===== src/common/oomc_pkg.sv =====
// Constants and carrier types for the on/off and margin control block
package oomc_pkg;

    localparam int BYTE_W = 8;

    // Run/margin byte field positions
    localparam int OP_ACT_HI = 7;
    localparam int OP_ACT_LO = 6;
    localparam int OP_MRG_HI = 5;
    localparam int OP_MRG_LO = 4;
    localparam int OP_FLT_HI = 3;
    localparam int OP_FLT_LO = 2;

    // Run/margin field codes
    localparam logic [1:0] ACT_FAST = 2'h0;
    localparam logic [1:0] ACT_SOFT = 2'h1;
    localparam logic [1:0] ACT_ON = 2'h2;
    localparam logic [1:0] MRG_OFF = 2'h0;
    localparam logic [1:0] MRG_LOW = 2'h1;
    localparam logic [1:0] MRG_HIGH = 2'h2;
    localparam logic [1:0] FLT_IGN = 2'h1;
    localparam logic [1:0] FLT_ACT = 2'h2;

    // Enable-source byte field positions
    localparam int CFG_RSV_HI = 7;
    localparam int CFG_RSV_LO = 5;
    localparam int CFG_GATED = 4;
    localparam int CFG_BUS = 3;
    localparam int CFG_PIN = 2;
    localparam int CFG_POL = 1;
    localparam int CFG_FAST = 0;
    localparam logic [2:0] CFG_RSV_VAL = 3'h0;

    // Reset values of the two command bytes
    localparam logic [BYTE_W-1:0] RUN_RST = 8'h00;
    localparam logic [BYTE_W-1:0] CFG_RST = 8'h00;

    // Which command byte a write targets
    typedef enum logic {
        SEL_RUN = 1'b0,
        SEL_CFG = 1'b1
    } oomc_sel_t;

    // One command byte write from the bus transport
    typedef struct packed {
        logic wr;
        oomc_sel_t sel;
        logic [BYTE_W-1:0] data;
    } oomc_cmd_t;

    // Margin state handed to the voltage setpoint logic
    typedef struct packed {
        logic [1:0] level;
        logic act;
    } oomc_margin_t;

    // Output voltage warnings and faults
    typedef struct packed {
        logic ov_warn;
        logic ov_fault;
        logic uv_warn;
        logic uv_fault;
    } oomc_flt_t;

    // Output enable state
    typedef enum logic {
        ST_OFF = 1'b0,
        ST_ON = 1'b1
    } oomc_state_t;

endpackage : oomc_pkg


===== src/core/oomc_core.sv =====
// On/off, enable source and margin control decoder
`timescale 1ns/1ps
module oomc_core
    import oomc_pkg::*;
(
    // Clock and reset
    input wire logic clk,
    input wire logic nrst,
    // Command byte writes
    input wire oomc_cmd_t cmd,
    // Remote enable pin, asynchronous
    input wire logic ctl_pin,
    // Voltage monitor conditions
    input wire oomc_flt_t flt_in,
    // Command byte read-back and rejected-byte fault pulse
    output logic [BYTE_W-1:0] run_margin_q,
    output logic [BYTE_W-1:0] enable_source_q,
    output logic comm_fault,
    // Sequencer and fault response side
    output logic out_en_req,
    output logic fast_off,
    output oomc_margin_t margin,
    output oomc_flt_t flt_out
);

    // Run/margin byte matches a defined encoding
    function automatic logic run_ok(input logic [BYTE_W-1:0] b);
        logic [1:0] act;
        logic [1:0] mrg;
        logic [1:0] flt;
        act = b[OP_ACT_HI:OP_ACT_LO];
        mrg = b[OP_MRG_HI:OP_MRG_LO];
        flt = b[OP_FLT_HI:OP_FLT_LO];
        run_ok = 1'b0;
        if (act == ACT_FAST || act == ACT_SOFT) begin
            run_ok = 1'b1;
        end else if (act == ACT_ON) begin
            if (mrg == MRG_OFF) begin
                run_ok = 1'b1;
            end else if (mrg == MRG_LOW || mrg == MRG_HIGH) begin
                run_ok = (flt == FLT_IGN) || (flt == FLT_ACT);
            end
        end
    endfunction : run_ok

    // Enable-source byte matches a defined encoding
    function automatic logic cfg_ok(input logic [BYTE_W-1:0] b);
        cfg_ok = (b[CFG_RSV_HI:CFG_RSV_LO] == CFG_RSV_VAL);
    endfunction : cfg_ok

    logic [BYTE_W-1:0] run_ff;
    logic [BYTE_W-1:0] cfg_ff;
    logic fault_ff;
    logic ctl_s1_ff;
    logic ctl_s2_ff;
    oomc_state_t state_ff;
    oomc_state_t nxt_state;
    logic fast_ff;
    logic nxt_fast;
    oomc_margin_t margin_ff;
    oomc_margin_t nxt_margin;
    oomc_flt_t flt_ff;
    logic wr_ok;
    logic [1:0] act;
    logic pin_on;
    logic bus_req;
    logic pin_req;
    logic run_req;
    logic bus_off;
    logic pin_off;

    // Validity of the byte offered this cycle
    assign wr_ok = (cmd.sel == SEL_RUN) ? run_ok(cmd.data)
                                        : cfg_ok(cmd.data);

    // Command byte storage; invalid bytes leave the old value
    // A refused byte must not disturb the running state
    always_ff @(posedge clk) begin
        if (!nrst) begin
            run_ff <= RUN_RST;
            cfg_ff <= CFG_RST;
        end else if (cmd.wr && wr_ok) begin
            if (cmd.sel == SEL_RUN) begin
                run_ff <= cmd.data;
            end else begin
                cfg_ff <= cmd.data;
            end
        end
    end

    // Communication fault pulse for a rejected byte
    always_ff @(posedge clk) begin
        if (!nrst) begin
            fault_ff <= 1'b0;
        end else begin
            fault_ff <= cmd.wr && !wr_ok;
        end
    end

    // Two-stage synchroniser for the enable pin
    // Only the second stage feeds logic; the first may be metastable
    always_ff @(posedge clk) begin
        if (!nrst) begin
            ctl_s1_ff <= 1'b0;
            ctl_s2_ff <= 1'b0;
        end else begin
            ctl_s1_ff <= ctl_pin;
            ctl_s2_ff <= ctl_s1_ff;
        end
    end

    // Enable source combination
    always_comb begin
        act = run_ff[OP_ACT_HI:OP_ACT_LO];
        pin_on = (ctl_s2_ff == cfg_ff[CFG_POL]);
        bus_req = !cfg_ff[CFG_BUS] || (act == ACT_ON);
        pin_req = !cfg_ff[CFG_PIN] || pin_on;
        if (!cfg_ff[CFG_GATED]) begin
            run_req = 1'b1;
        end else begin
            run_req = (cfg_ff[CFG_BUS] || cfg_ff[CFG_PIN])
                      && bus_req && pin_req;
        end
        bus_off = cfg_ff[CFG_GATED] && !bus_req;
        pin_off = cfg_ff[CFG_GATED] && !pin_req;
    end

    // Next output state and shutdown style
    always_comb begin
        nxt_state = state_ff;
        nxt_fast = fast_ff;
        unique case (state_ff)
            ST_OFF: begin
                if (run_req) begin
                    nxt_state = ST_ON;
                    nxt_fast = 1'b0;
                end
            end
            ST_ON: begin
                if (!run_req) begin
                    nxt_state = ST_OFF;
                    nxt_fast = (bus_off && act == ACT_FAST)
                               || (pin_off && cfg_ff[CFG_FAST]);
                end
            end
        endcase
    end

    // Output state register
    always_ff @(posedge clk) begin
        if (!nrst) begin
            state_ff <= ST_OFF;
            fast_ff <= 1'b0;
        end else begin
            state_ff <= nxt_state;
            fast_ff <= nxt_fast;
        end
    end

    // Margin selection, only while running by bus command
    // Next state is used so margin and enable move together
    always_comb begin
        nxt_margin.level = MRG_OFF;
        nxt_margin.act = 1'b1;
        if (nxt_state == ST_ON && act == ACT_ON) begin
            nxt_margin.level = run_ff[OP_MRG_HI:OP_MRG_LO];
            nxt_margin.act = (run_ff[OP_FLT_HI:OP_FLT_LO] == FLT_ACT);
        end
    end

    // Margin state register
    always_ff @(posedge clk) begin
        if (!nrst) begin
            margin_ff <= '{level: MRG_OFF, act: 1'b1};
        end else begin
            margin_ff <= nxt_margin;
        end
    end

    // Fault gating by margin mode
    // Gating follows the registered margin, one cycle behind a change
    always_ff @(posedge clk) begin
        if (!nrst) begin
            flt_ff <= '0;
        end else begin
            flt_ff <= flt_in;
            if (margin_ff.level == MRG_HIGH && !margin_ff.act) begin
                flt_ff.ov_warn <= 1'b0;
                flt_ff.ov_fault <= 1'b0;
            end
            if (margin_ff.level == MRG_LOW && !margin_ff.act) begin
                flt_ff.uv_warn <= 1'b0;
                flt_ff.uv_fault <= 1'b0;
            end
        end
    end

    // Outputs
    assign run_margin_q = run_ff;
    assign enable_source_q = cfg_ff;
    assign comm_fault = fault_ff;
    assign out_en_req = (state_ff == ST_ON);
    assign fast_off = fast_ff;
    assign margin = margin_ff;
    assign flt_out = flt_ff;
endmodule : oomc_core


===== config.mk =====
export PLATFORM = sky130hd
export DESIGN_NAME = oomc_core
export DESIGN_NICKNAME = d
export VERILOG_FILES = /design/src/common/oomc_pkg.sv /design/src/core/oomc_core.sv
export SDC_FILE = /design/constraint.sdc
export NUM_CORES = 1
export LEC_CHECK = 0
export BUFFER_PORTS_ARGS = -buffer_cell sky130_fd_sc_hd__buf_4
export CELL_PAD_IN_SITES_DETAIL_PLACEMENT = 0
export CELL_PAD_IN_SITES_GLOBAL_PLACEMENT = 2
export CORE_MARGIN = 1
export CORE_UTILIZATION = 27
export DETAILED_ROUTE_END_ITERATION = 8
export PLACE_DENSITY_LB_ADDON = 0.1
export SLEW_MARGIN = 10
export SYNTH_ARGS = -nofsm -noshare
export SYNTH_HDL_FRONTEND = slang
export SYNTH_SLANG_ARGS = --single-unit

===== constraint.sdc =====
create_clock -name clk -period 1.9 [get_ports clk]
set_input_delay 0.19 -clock clk [delete_from_list [all_inputs] [get_ports clk]]
set_output_delay 0.19 -clock clk [all_outputs]
set_load 0.03 [all_outputs]

# Yosys cells after proc, flatten, opt, wreduce, memory -nomap -nowiden
# Cells that the tools add are included.
# totals
rom_bits	0
latch_bits	0
output_inout_bits	26
mem_count	0
mem_bits_rw	0
word_cells	73
reg_bits	28
# op_classes
n_bitwise	3
div	0
eq_ne	13
multipliers	0
n_shift	0
add_sub_neg	0
n_lt_le_gt_ge	0
mux	10
reduce_logical	34
# op_table
operator	count
$eq A2 B2 Y1 const B	6
$logic_and A1 B1 Y1	11
$mux W1	9
$eq A2 B1 Y1 const B	4
$reduce_and A2 Y1	4
$logic_or A1 B1 Y1	7
$logic_not A1 Y1	6
$logic_not A2 Y1	3
$ne A2 B2 Y1 const B	2
$reduce_or A2 Y1	2
$logic_not A3 Y1	1
$not A1 Y1	3
$pmux W1 S2	1
$eq A1 B1 Y1	1

# Depth between registers and ports, before layout
# Gate-level depths: netlist of the first run.
# depth
ltp_word	9
ltp_mapped	6

# Worst setup path before layout of the first run
# OpenSTA, ideal clock, no wires.
# synth_timing
path_type	register -> register
from	register cfg_ff[1] (netlist: enable_source_q[1])
to	register fast_ff (netlist: fast_off)
stages_incl_launch_ff	5
arrival_time_ps	1561
setup_ps	106
n_path_buf	0
path_slack_ps	233
required_ps	1794
cell_sequence	dfxtp_1 xor2_1 a32oi_1 or4b_2 o311ai_0
# synth_between
elab_chain_len	8
# synth_lines
item	line	rtl
start: declaration	oomc_core.sv:52	logic [BYTE_W-1:0] cfg_ff;
start signal: assignment	oomc_core.sv:86	cfg_ff <= cmd.data;
$eq A1 B1 Y1 (*)	oomc_core.sv:115	pin_on = (ctl_s2_ff == cfg_ff[CFG_POL]);
$logic_or A1 B1 Y1 (*)	oomc_core.sv:117	pin_req = !cfg_ff[CFG_PIN] || pin_on;
$logic_not A1 Y1	oomc_core.sv:125	pin_off = cfg_ff[CFG_GATED] && !pin_req;
$logic_and A1 B1 Y1	oomc_core.sv:125	
$logic_and A1 B1 Y1	oomc_core.sv:143	|| (pin_off && cfg_ff[CFG_FAST]);
$logic_or A1 B1 Y1	oomc_core.sv:143	
$mux W1	oomc_core.sv:140	if (!run_req) begin
$pmux W1 S2	oomc_core.sv:132	unique case (state_ff)
end signal: assignment	oomc_core.sv:156	fast_ff <= nxt_fast;
end: declaration	oomc_core.sv:58	logic fast_ff;
# Every way passes the cells marked *; elsewhere a longest branch is shown, timed or not. The select of a mux whose other input is x is not followed.
# A chain may end at the register's enable or synchronous reset.

# Final worst setup path of the first run
# Same ends and word-level chain as after synthesis.

==> reports/qor.yml, run 1 <==
status: "finished, final reports clean"
num_vias: 932
power_density_nw_per_um2: 797
synth_top_flop_cell: "dfxtp_1"
vias_per_cell: 4.46
cts-resized-gates: 0
clockBufferDepth: 2
wl_per_cell_um: 12.2
setup_viol: 0
io_buffer_count: 42
stdcell_count: 209
grt_pass1_vias: 861
clk_pin_slew_worst_paths_ns: 0.10
grt_overflow_total: 0
clkLatencyLatePin_ns: 0.27
track_usage_pct: 12.3
worst_pin_slew_ns: 0.374
io_pins: 43
die_area_um2: 4420
tns_ns: 0
core_area_um2: 4000
htreeDepth: 1
clockRootBuffer: "clkbuf_8"
cellLeakagePower_nw: 0.727
final_max_slew_viol_count: 0
hp-class: "input pin to flop"
fmax_mhz: 617
internal_power_uw: 966
drive_above_1_share_pct: 32.1
final_nets: 178
cts_inserted_buffers: 3
placed_cells: 205
fp.dieH_um: 66.5
critPathArrivalTime_ns: 1.79
drtIter0Drc: 33
std_cell_rows: 23
initial_core_util_pct: 28.1
cts_hold_repair.buffers: 0
final_common_cell: "buf_4"
r2r_slack_ns: 0.28
start_kind: "flop"
hpwl_mm: 1.94
power_switching_share_pct: 23.0
nFillCells: 412
seqCellArea_um2: 561
worstSetupPathType: "flop to flop"
grt_first_pass_wirelength_mm: 4.05
most-common-layout-cells: "44 x buf_4, 28 x dfxtp_1, 13 x nand2_1, 8 x mux2i_1, 8 x nor2b_1"
ys_types: 31
floorplan.die.width_um: 66.5
drc: 0
power_frac_comb_pct: 13.3
fin_skew_ns: 0.00167
relSlewSlack_pct: 75.0
synth_area_um2: 1120
dr.pass1.iters: 2
ys_seq_elements: 28
place.gp.congestion: 0.637
min_from: "ctl_pin"
power_frac_seq_pct: 49.4
rsz0062_at_grt: "false"
synth-seq-area-share_pct: 49.9
synthArstFlopShare_pct: 0
power_switching_uw: 288
hold_viol: 0
worstPathMaxFanout: 4
post_cts_buffers: 0
synth-edff-count: 0
fin_crit_sh_pct: 85.3
peakVddDrop_mv: 0.265
required_ns: 2.07
r2r_start: "enable_source_q[1]"
syn_inst: 115
end_kind: "flop"
antenna_left: 0
wl_mm: 2.55
clock-sinks: 28
clkPwrFrac_pct: 37.3
syn_area_per_cell_um2: 9.77
grt_max_degree: 28
cts_tree: "yes"
multiInputGateArea_um2: 522
fin_crit_ns: 1.62
max_cap_violations: 0
startpoint: "enable_source_q[1]"
n_antenna_cell: 0
yosys_warnings: 0
antenna_found_initial: 0
area_growth_syn_to_layout_pct: 40.0
syn_nets: 133
## cell usage after synthesis (all sizes together) (2+ instances only)
master,number,area [µm²]
nor3b,2,15.0
and4bb,2,28.8
nor2b,8,50.1
a21boi,5,37.5
and3,5,31.3
inv,7,26.3
dfxtp,28,561
nor3,3,15.0
and2,6,37.5
mux2i,8,80.1
nor2,4,15.0
a21oi,2,10.0
xor2,2,17.5
clkbuf,4,15.0
nand3b,2,15.0
nand2,13,48.8
## registers in the layout (all words and copies together) (netlist names)
signal / count
fast_off: 1
comm_fault: 1
enable_source_q: 8
run_margin_q: 8
flt_out: 4
margin: 3
out_en_req: 1
ctl_s2_ff: 1
ctl_s1_ff: 1
## per-layer routing
layer	GRT usage [%]	vias to the layer above	routed length [µm]
li1	-	478	-
met1	16.0	433	1240
met2	19.9	19	1190
met3	2.23	2	105
met4	4.79	0	21
met5	0	-	0
## per-stage QoR
stage          instance area (µm²)  total power, mW  hold WS (ns)  utilization [%]  worst slack, ns
2_1_floorplan                 1120            0.725         0.302                -            0.233
3_3_place_gp                  1500            0.800         0.402             37.5            0.241
3_5_place_dp                  1500            0.802         0.409             37.5            0.216
4_1_cts                       1570             1.27         0.122             39.3            0.253
5_1_grt                       1570             1.31         0.124             39.3            0.152
6_report                      1570             1.25         0.129             39.3            0.279
## worst paths after layout
kind / end / depth (start not counted)
worst min-delay path: ctl_s1_ff / 2
worst max-delay path: fast_off / 4
worst max register to register: fast_off / 4
worst min register to register: ctl_s2_ff / 1
## layout make-up
class                           count  share of cell area (%)
Sequential cell                    28                    35.6
Multi-Input combinational cell     76                    33.2
Timing Repair Buffer               44                    21.0
Tap cell                           50                    3.98
Clock buffer                        3                    2.63
Clock inverter                      1                    1.91
Inverter                            7                    1.67
## power by group through the flow
stage / registers [mW] / clock network [mW] / logic, mW
finish: 0.619 / 0.467 / 0.167
global route: 0.622 / 0.509 / 0.182
CTS: 0.619 / 0.482 / 0.170
detailed placement: 0.633 / 0 / 0.170
global placement: 0.633 / 0 / 0.167
floorplan: 0.666 / 0 / 0.0586
## worst max-delay path, cell delays in order, from the launching register on
cell	delay, ns
dfxtp_1	0.37
xor2_1	0.27
a32oi_1	0.15
or4b_2	0.63
o311ai_0	0.10
## cell families (layout without fill, tap and decap cells)
family,count (synthesis),after routing,share of synthesized area (%)
AND/OR/NAND/NOR,50,50,26.1
flip-flops,28,28,49.9
AO/OA/AOI/OAI,15,15,10.6
buffers and inverters,11,55,3.67
multiplexers,8,8,7.13
XOR/XNOR,2,2,1.56
adder cells (fa/ha/maj),1,1,1.11
No activity file was read; power rests on OpenSTA's default activity.
==> run 2, diff against run 1 <==
- CORE_UTILIZATION: 27 -> 25
- clock period: 1.9 -> 1.4 ns (I/O delays scaled with it)
==> run 2 against run 1 <==
Critical path depth is the same. Sequential power grew 35%. Highest routed layer unchanged. Hold slack lost 0.055 ns. Critical path type unchanged. Final cell count grew 4.3%.
==> reports/qor.yml, run 2 (synthesized netlist as in run 1, its figures left out) <==
clockBufferDepth: 2
tns_ns: 0
fin_ws_ns: 0.0705
fp.dieH_um: 69.0
nFillCells: 476
cts_tree: "yes"
final_nets: 185
holdWs_ns: 0.0740
cts_hold_repair.buffers: 0
most-common-layout-cells: "51 x buf_4, 21 x dfxtp_1, 13 x nand2_1, 8 x mux2i_1, 8 x nor2b_1"
cts_inserted_buffers: 3
cp_slowest_cell: "or4b_4"
grt_overflow_total: 0
met3_usage_pct: 2.49
cellLeakagePower_nw: 0.769
floorplan.die.width_um: 69.0
hp-class: "input pin to flop"
rsz0062_at_grt: "false"
initial_core_util_pct: 26.0
slowest_delay_ns: 0.49
worstPathMaxFanout: 4
max_cap_violations: 0
num_vias: 948
setup_viol: 0
wl_mm: 2.68
relSlewSlack_pct: 73.6
peakVddDrop_mv: 0.369
drc: 0
clkPwrFrac_pct: 34.2
power_switching_uw: 403
clk_pin_slew_worst_paths_ns: 0.10
end_kind: "flop"
dr.pass1.iters: 3
hold_viol: 0
antenna_left: 0
io_pins: 43
met2_usage_pct: 18.9
status: "finished, final reports clean"
worst_pin_slew_ns: 0.395
required_ns: 1.58
wl_per_cell_um: 12.3
drtIter0Drc: 27
fin_crit_sh_pct: 95.0
area_growth_syn_to_layout_pct: 51.0
grt_pass1_vias: 923
clkLatencyLatePin_ns: 0.28
worstSetupPathType: "flop to flop"
top_usage_layer: "met2"
clockRootBuffer: "clkbuf_8"
vias_per_cell: 4.35
core_area_um2: 4320
io_buffer_count: 42
internal_power_mw: 1.25
power_density_nw_per_um2: 975
hpwl_mm: 2.10
start_kind: "flop"
grt_first_pass_wirelength_mm: 4.51
clock-sinks: 28
fin_crit_ns: 1.33
htreeDepth: 1
final_common_cell: "buf_4"
n_antenna_cell: 0
power_frac_comb_pct: 15.3
crit_buf_inv: 0
power_mw: 1.65
fin_skew_ns: 0.00569
pre_cts_ws_ns: -0.129
worstPathCellList: "xor2_4, a32oi_2, or4b_4, o311ai_1"
place.gp.congestion: 0.707
fmax_mhz: 752
antenna_found_initial: 0
use_met1_pct: 15.3
power_switching_share_pct: 24.4
drive_above_1_share_pct: 42.2
grt_max_degree: 17
power_frac_seq_pct: 50.6
track_usage_pct: 11.9
critPathArrivalTime_ns: 1.51
final_max_slew_viol_count: 0
std_cell_rows: 24
die_area_um2: 4770
crit_family: "simple AND/OR/NAND/NOR gates"
==> run 2: stage by stage <==
step                      cell area, µm²  cells  utilization, %
final                               1700    218            39.2
after CTS                           1680    218            38.9
after floorplan                     1180    115               -
after global routing                1700    218            39.2
after detailed placement            1620    214            37.4
after global placement              1620    214            37.4
==> run 2: timing repair <==
action                                 in CTS  in global routing
endpoints found under the hold margin       0                  0
gates resized for setup                     0                  2
setup buffers                               0                  0
setup endpoints to repair                   0                  1
==> run 2: power by group through the flow <==
stage	Sequential [mW]	Combinational, mW	Clock (mW)
finish	0.836	0.252	0.565
floorplan	0.900	0.0859	0
global placement	0.854	0.251	0
global route	0.841	0.272	0.616
detailed placement	0.855	0.255	0
CTS	0.836	0.256	0.588
==> run 2: final cells by class <==
| cell class | instances | area, µm² | share of cell area [%] |
|---|---|---|---|
| tap | 52 | 65.1 | 3.83 |
| clock buffer | 4 | 66.3 | 3.91 |
| inverter | 7 | 38.8 | 2.29 |
| timing repair buffer | 51 | 383 | 22.6 |
| multi-input combinational | 76 | 564 | 33.3 |
| sequential | 28 | 579 | 34.1 |
==> run 2: routing by layer <==
layer | vias up | part of all wire, %
li1 | 497 | -
met1 | 422 | 48
met2 | 24 | 45
met3 | 5 | 4.3
met4 | 0 | 1.9
met5 | - | 0
==> run 2: worst min-delay path, stage by stage <==
cell,delay [ns]
buf_4,0.08
inv_1,0.03
nor2_1,0.08
==> run 2: path summary, 6_finish.rpt <==
| kind | end | start | depth (start not counted) | slack [ns] |
|---|---|---|---|---|
| min reg2reg | ctl_s2_ff | ctl_s1_ff | 1 | 0.47 |
| max reg2reg | fast_off | enable_source_q[1] | 4 | 0.07 |
| min | flt_out[0] | flt_in[0] | 3 | 0.07 |
| max | fast_off | enable_source_q[1] | 4 | 0.07 |
==> run 3, diff against run 2 <==
--- a/config.mk
+++ b/config.mk
@@ -10,5 +10,6 @@
 export CELL_PAD_IN_SITES_GLOBAL_PLACEMENT = 2
 export CORE_MARGIN = 1
-export CORE_UTILIZATION = 25
+export CORE_UTILIZATION = 26
+export CTS_BUF_LIST = sky130_fd_sc_hd__clkbuf_4
 export DETAILED_ROUTE_END_ITERATION = 8
 export PLACE_DENSITY_LB_ADDON = 0.1
==> constraint.sdc (replaced) <==
create_clock -name clk -period 1.4 [get_ports clk]
set_input_delay 0.28 -clock clk [delete_from_list [all_inputs] [get_ports clk]]
set_output_delay 0.28 -clock clk [all_outputs]
set_load 0.03 [all_outputs]
==> run 3 against run 2 <==
Sequential power is 0.5% higher. First-iteration DRC count is 30% lower. Via count is 4.7% higher. Critical path type unchanged. Largest cell class unchanged. Largest power group unchanged. Highest routed layer unchanged.
==> reports/qor.yml, run 3 (synthesized netlist as in run 1, its figures left out) <==
start_kind: "flop"
rsz0062_at_grt: "false"
antenna_found_initial: 0
grt_pass1_vias: 964
power_density_nw_per_um2: 949
cts_inserted_buffers: 3
relSlewSlack_pct: 76.8
die_area_um2: 4590
grt_max_degree: 19
core_area_um2: 4090
clkPwrFrac_pct: 32.6
place_area_um2: 1660
final_nets: 195
startpoint: "enable_source_q[1]"
place.gp.congestion: 0.706
seqCellArea_um2: 568
fin_skew_ns: 0.00679
r2r-end: "fast_off"
vias_per_cell: 4.39
worstSetupPathType: "flop to flop"
r2r_start: "enable_source_q[1]"
track_usage_pct: 13.3
clockBufferDepth: 2
clk_pin_slew_worst_paths_ns: 0.16
finish.instance_area_um2: 1740
n_antenna_cell: 0
io_pins: 43
fin_ws_ns: 0.0760
max_cap_violations: 0
final_util_pct: 42.5
post_cts_buffers: 0
io_buffer_count: 42
peakVddDrop_mv: 0.382
multiInputGateArea_um2: 557
worst_pin_slew_ns: 0.345
wl_mm: 2.73
dr.pass1.iters: 4
clock-sinks: 28
power_switching_uw: 401
clkLatencyLatePin_ns: 0.33
hpwl_mm: 2.20
drc: 0
std_cell_rows: 23
fmax_mhz: 755
power_frac_comb_pct: 16.4
hold_viol: 0
cts_hold_repair.buffers: 0
status: "finished, final reports clean"
drtIter0Drc: 19
clockRootBuffer: "clkbuf_4"
nFillCells: 428
power_mw: 1.65
grt_overflow_total: 0
num_vias: 993
grt_first_pass_wirelength_mm: 4.53
stdcell_count: 226
htreeDepth: 1
internal_power_mw: 1.25
cellLeakagePower_nw: 0.812
initial_core_util_pct: 27.5
cp-endpoint: "fast_off"
required_ns: 1.65
placed_cells: 222
setup_viol: 0
most-common-layout-cells: "61 x buf_4, 22 x dfxtp_1, 13 x nand2_1, 8 x mux2i_1, 8 x nor2b_1"
drive_above_1_share_pct: 45.5
floorplan.die.width_um: 67.7
end_kind: "flop"
final_max_slew_viol_count: 0
cts_tree: "yes"
area_growth_syn_to_layout_pct: 54.6
wl_per_cell_um: 12.1
rr_worst_depth: 4
fp.dieH_um: 67.7
pre_cts_ws_ns: -0.281
power_frac_seq_pct: 50.9
antenna_left: 0
power_switching_share_pct: 24.3
final_common_cell: "buf_4"
r2r_slack_ns: 0.08
hp-class: "input pin to flop"
fin_crit_sh_pct: 94.6
critPathArrivalTime_ns: 1.58
fin_crit_ns: 1.32
worstPathMaxFanout: 4
-- run 3: changes by cell type in the layout (fill, tap and decap cells not counted), moves of 3 or more --
cell | before | now
clkbuf_4 | 0 | 3
clkbuf_8 | 3 | 0
buf_4 | 51 | 61
dfxtp_4 | 4 | 0
dfxtp_2 | 3 | 6
-- run 3: worst min path at each step --
stage | from | end | slack [ns] | cells past startpoint
detailed placement | ctl_s1_ff | ctl_s2_ff | 0.42 | 1
finish | ctl_pin | ctl_s1_ff | 0.14 | 2
CTS | ctl_pin | ctl_s1_ff | 0.12 | 2
floorplan | flt_in[0] | flt_out[0] | 0.39 | 2
global placement | ctl_s1_ff | ctl_s2_ff | 0.42 | 1
global route | ctl_pin | ctl_s1_ff | 0.12 | 2
-- run 3: through the flow --
step	setup TNS [ns]	hold slack [ns]
2_1_floorplan	-1.34	0.392
3_3_place_gp	-1.87	0.424
3_5_place_dp	-2.19	0.425
4_1_cts	0	0.123
5_1_grt	0	0.121
6_report	0	0.137
-- run 3: power by group through the flow --
stage	registers [mW]	clock network (mW)	logic, mW
finish	0.840	0.538	0.271
global route	0.844	0.589	0.294
CTS	0.841	0.564	0.274
detailed placement	0.857	0	0.273
global placement	0.857	0	0.267
floorplan	0.905	0	0.0845
-- run 3: area by class of cell --
cell class,count,share of cell area [%]
clock inverters,1,1.73
repair buffers,61,26.4
multi-input cells,76,32.1
inverters,7,2.23
clock buffers,3,1.30
flip-flops and latches,28,32.7
well taps,50,3.60
-- run 3: timing repair --
| item | 4_1_cts | 5_1_grt |
|---|---|---|
| resized for setup | 5 | 1 |
| pin swaps | 2 | 1 |
| endpoints found under the setup margin | 1 | 2 |
-- run 3: critical path, cell delays in order (launching register included) --
cell      delay [ns]
dfxtp_2         0.37
xor2_2          0.20
a32oi_2         0.10
or4b_4          0.49
o311ai_1        0.08
-- run 3: metal layers --
metal	up-vias	share of wire, %	track usage (%)	wire length [µm]
met5	-	0	0	0
met1	453	45	16.0	1230
li1	513	-	-	-
met3	4	5.0	2.70	137
met2	23	49	23.4	1340
met4	0	1.1	3.99	29
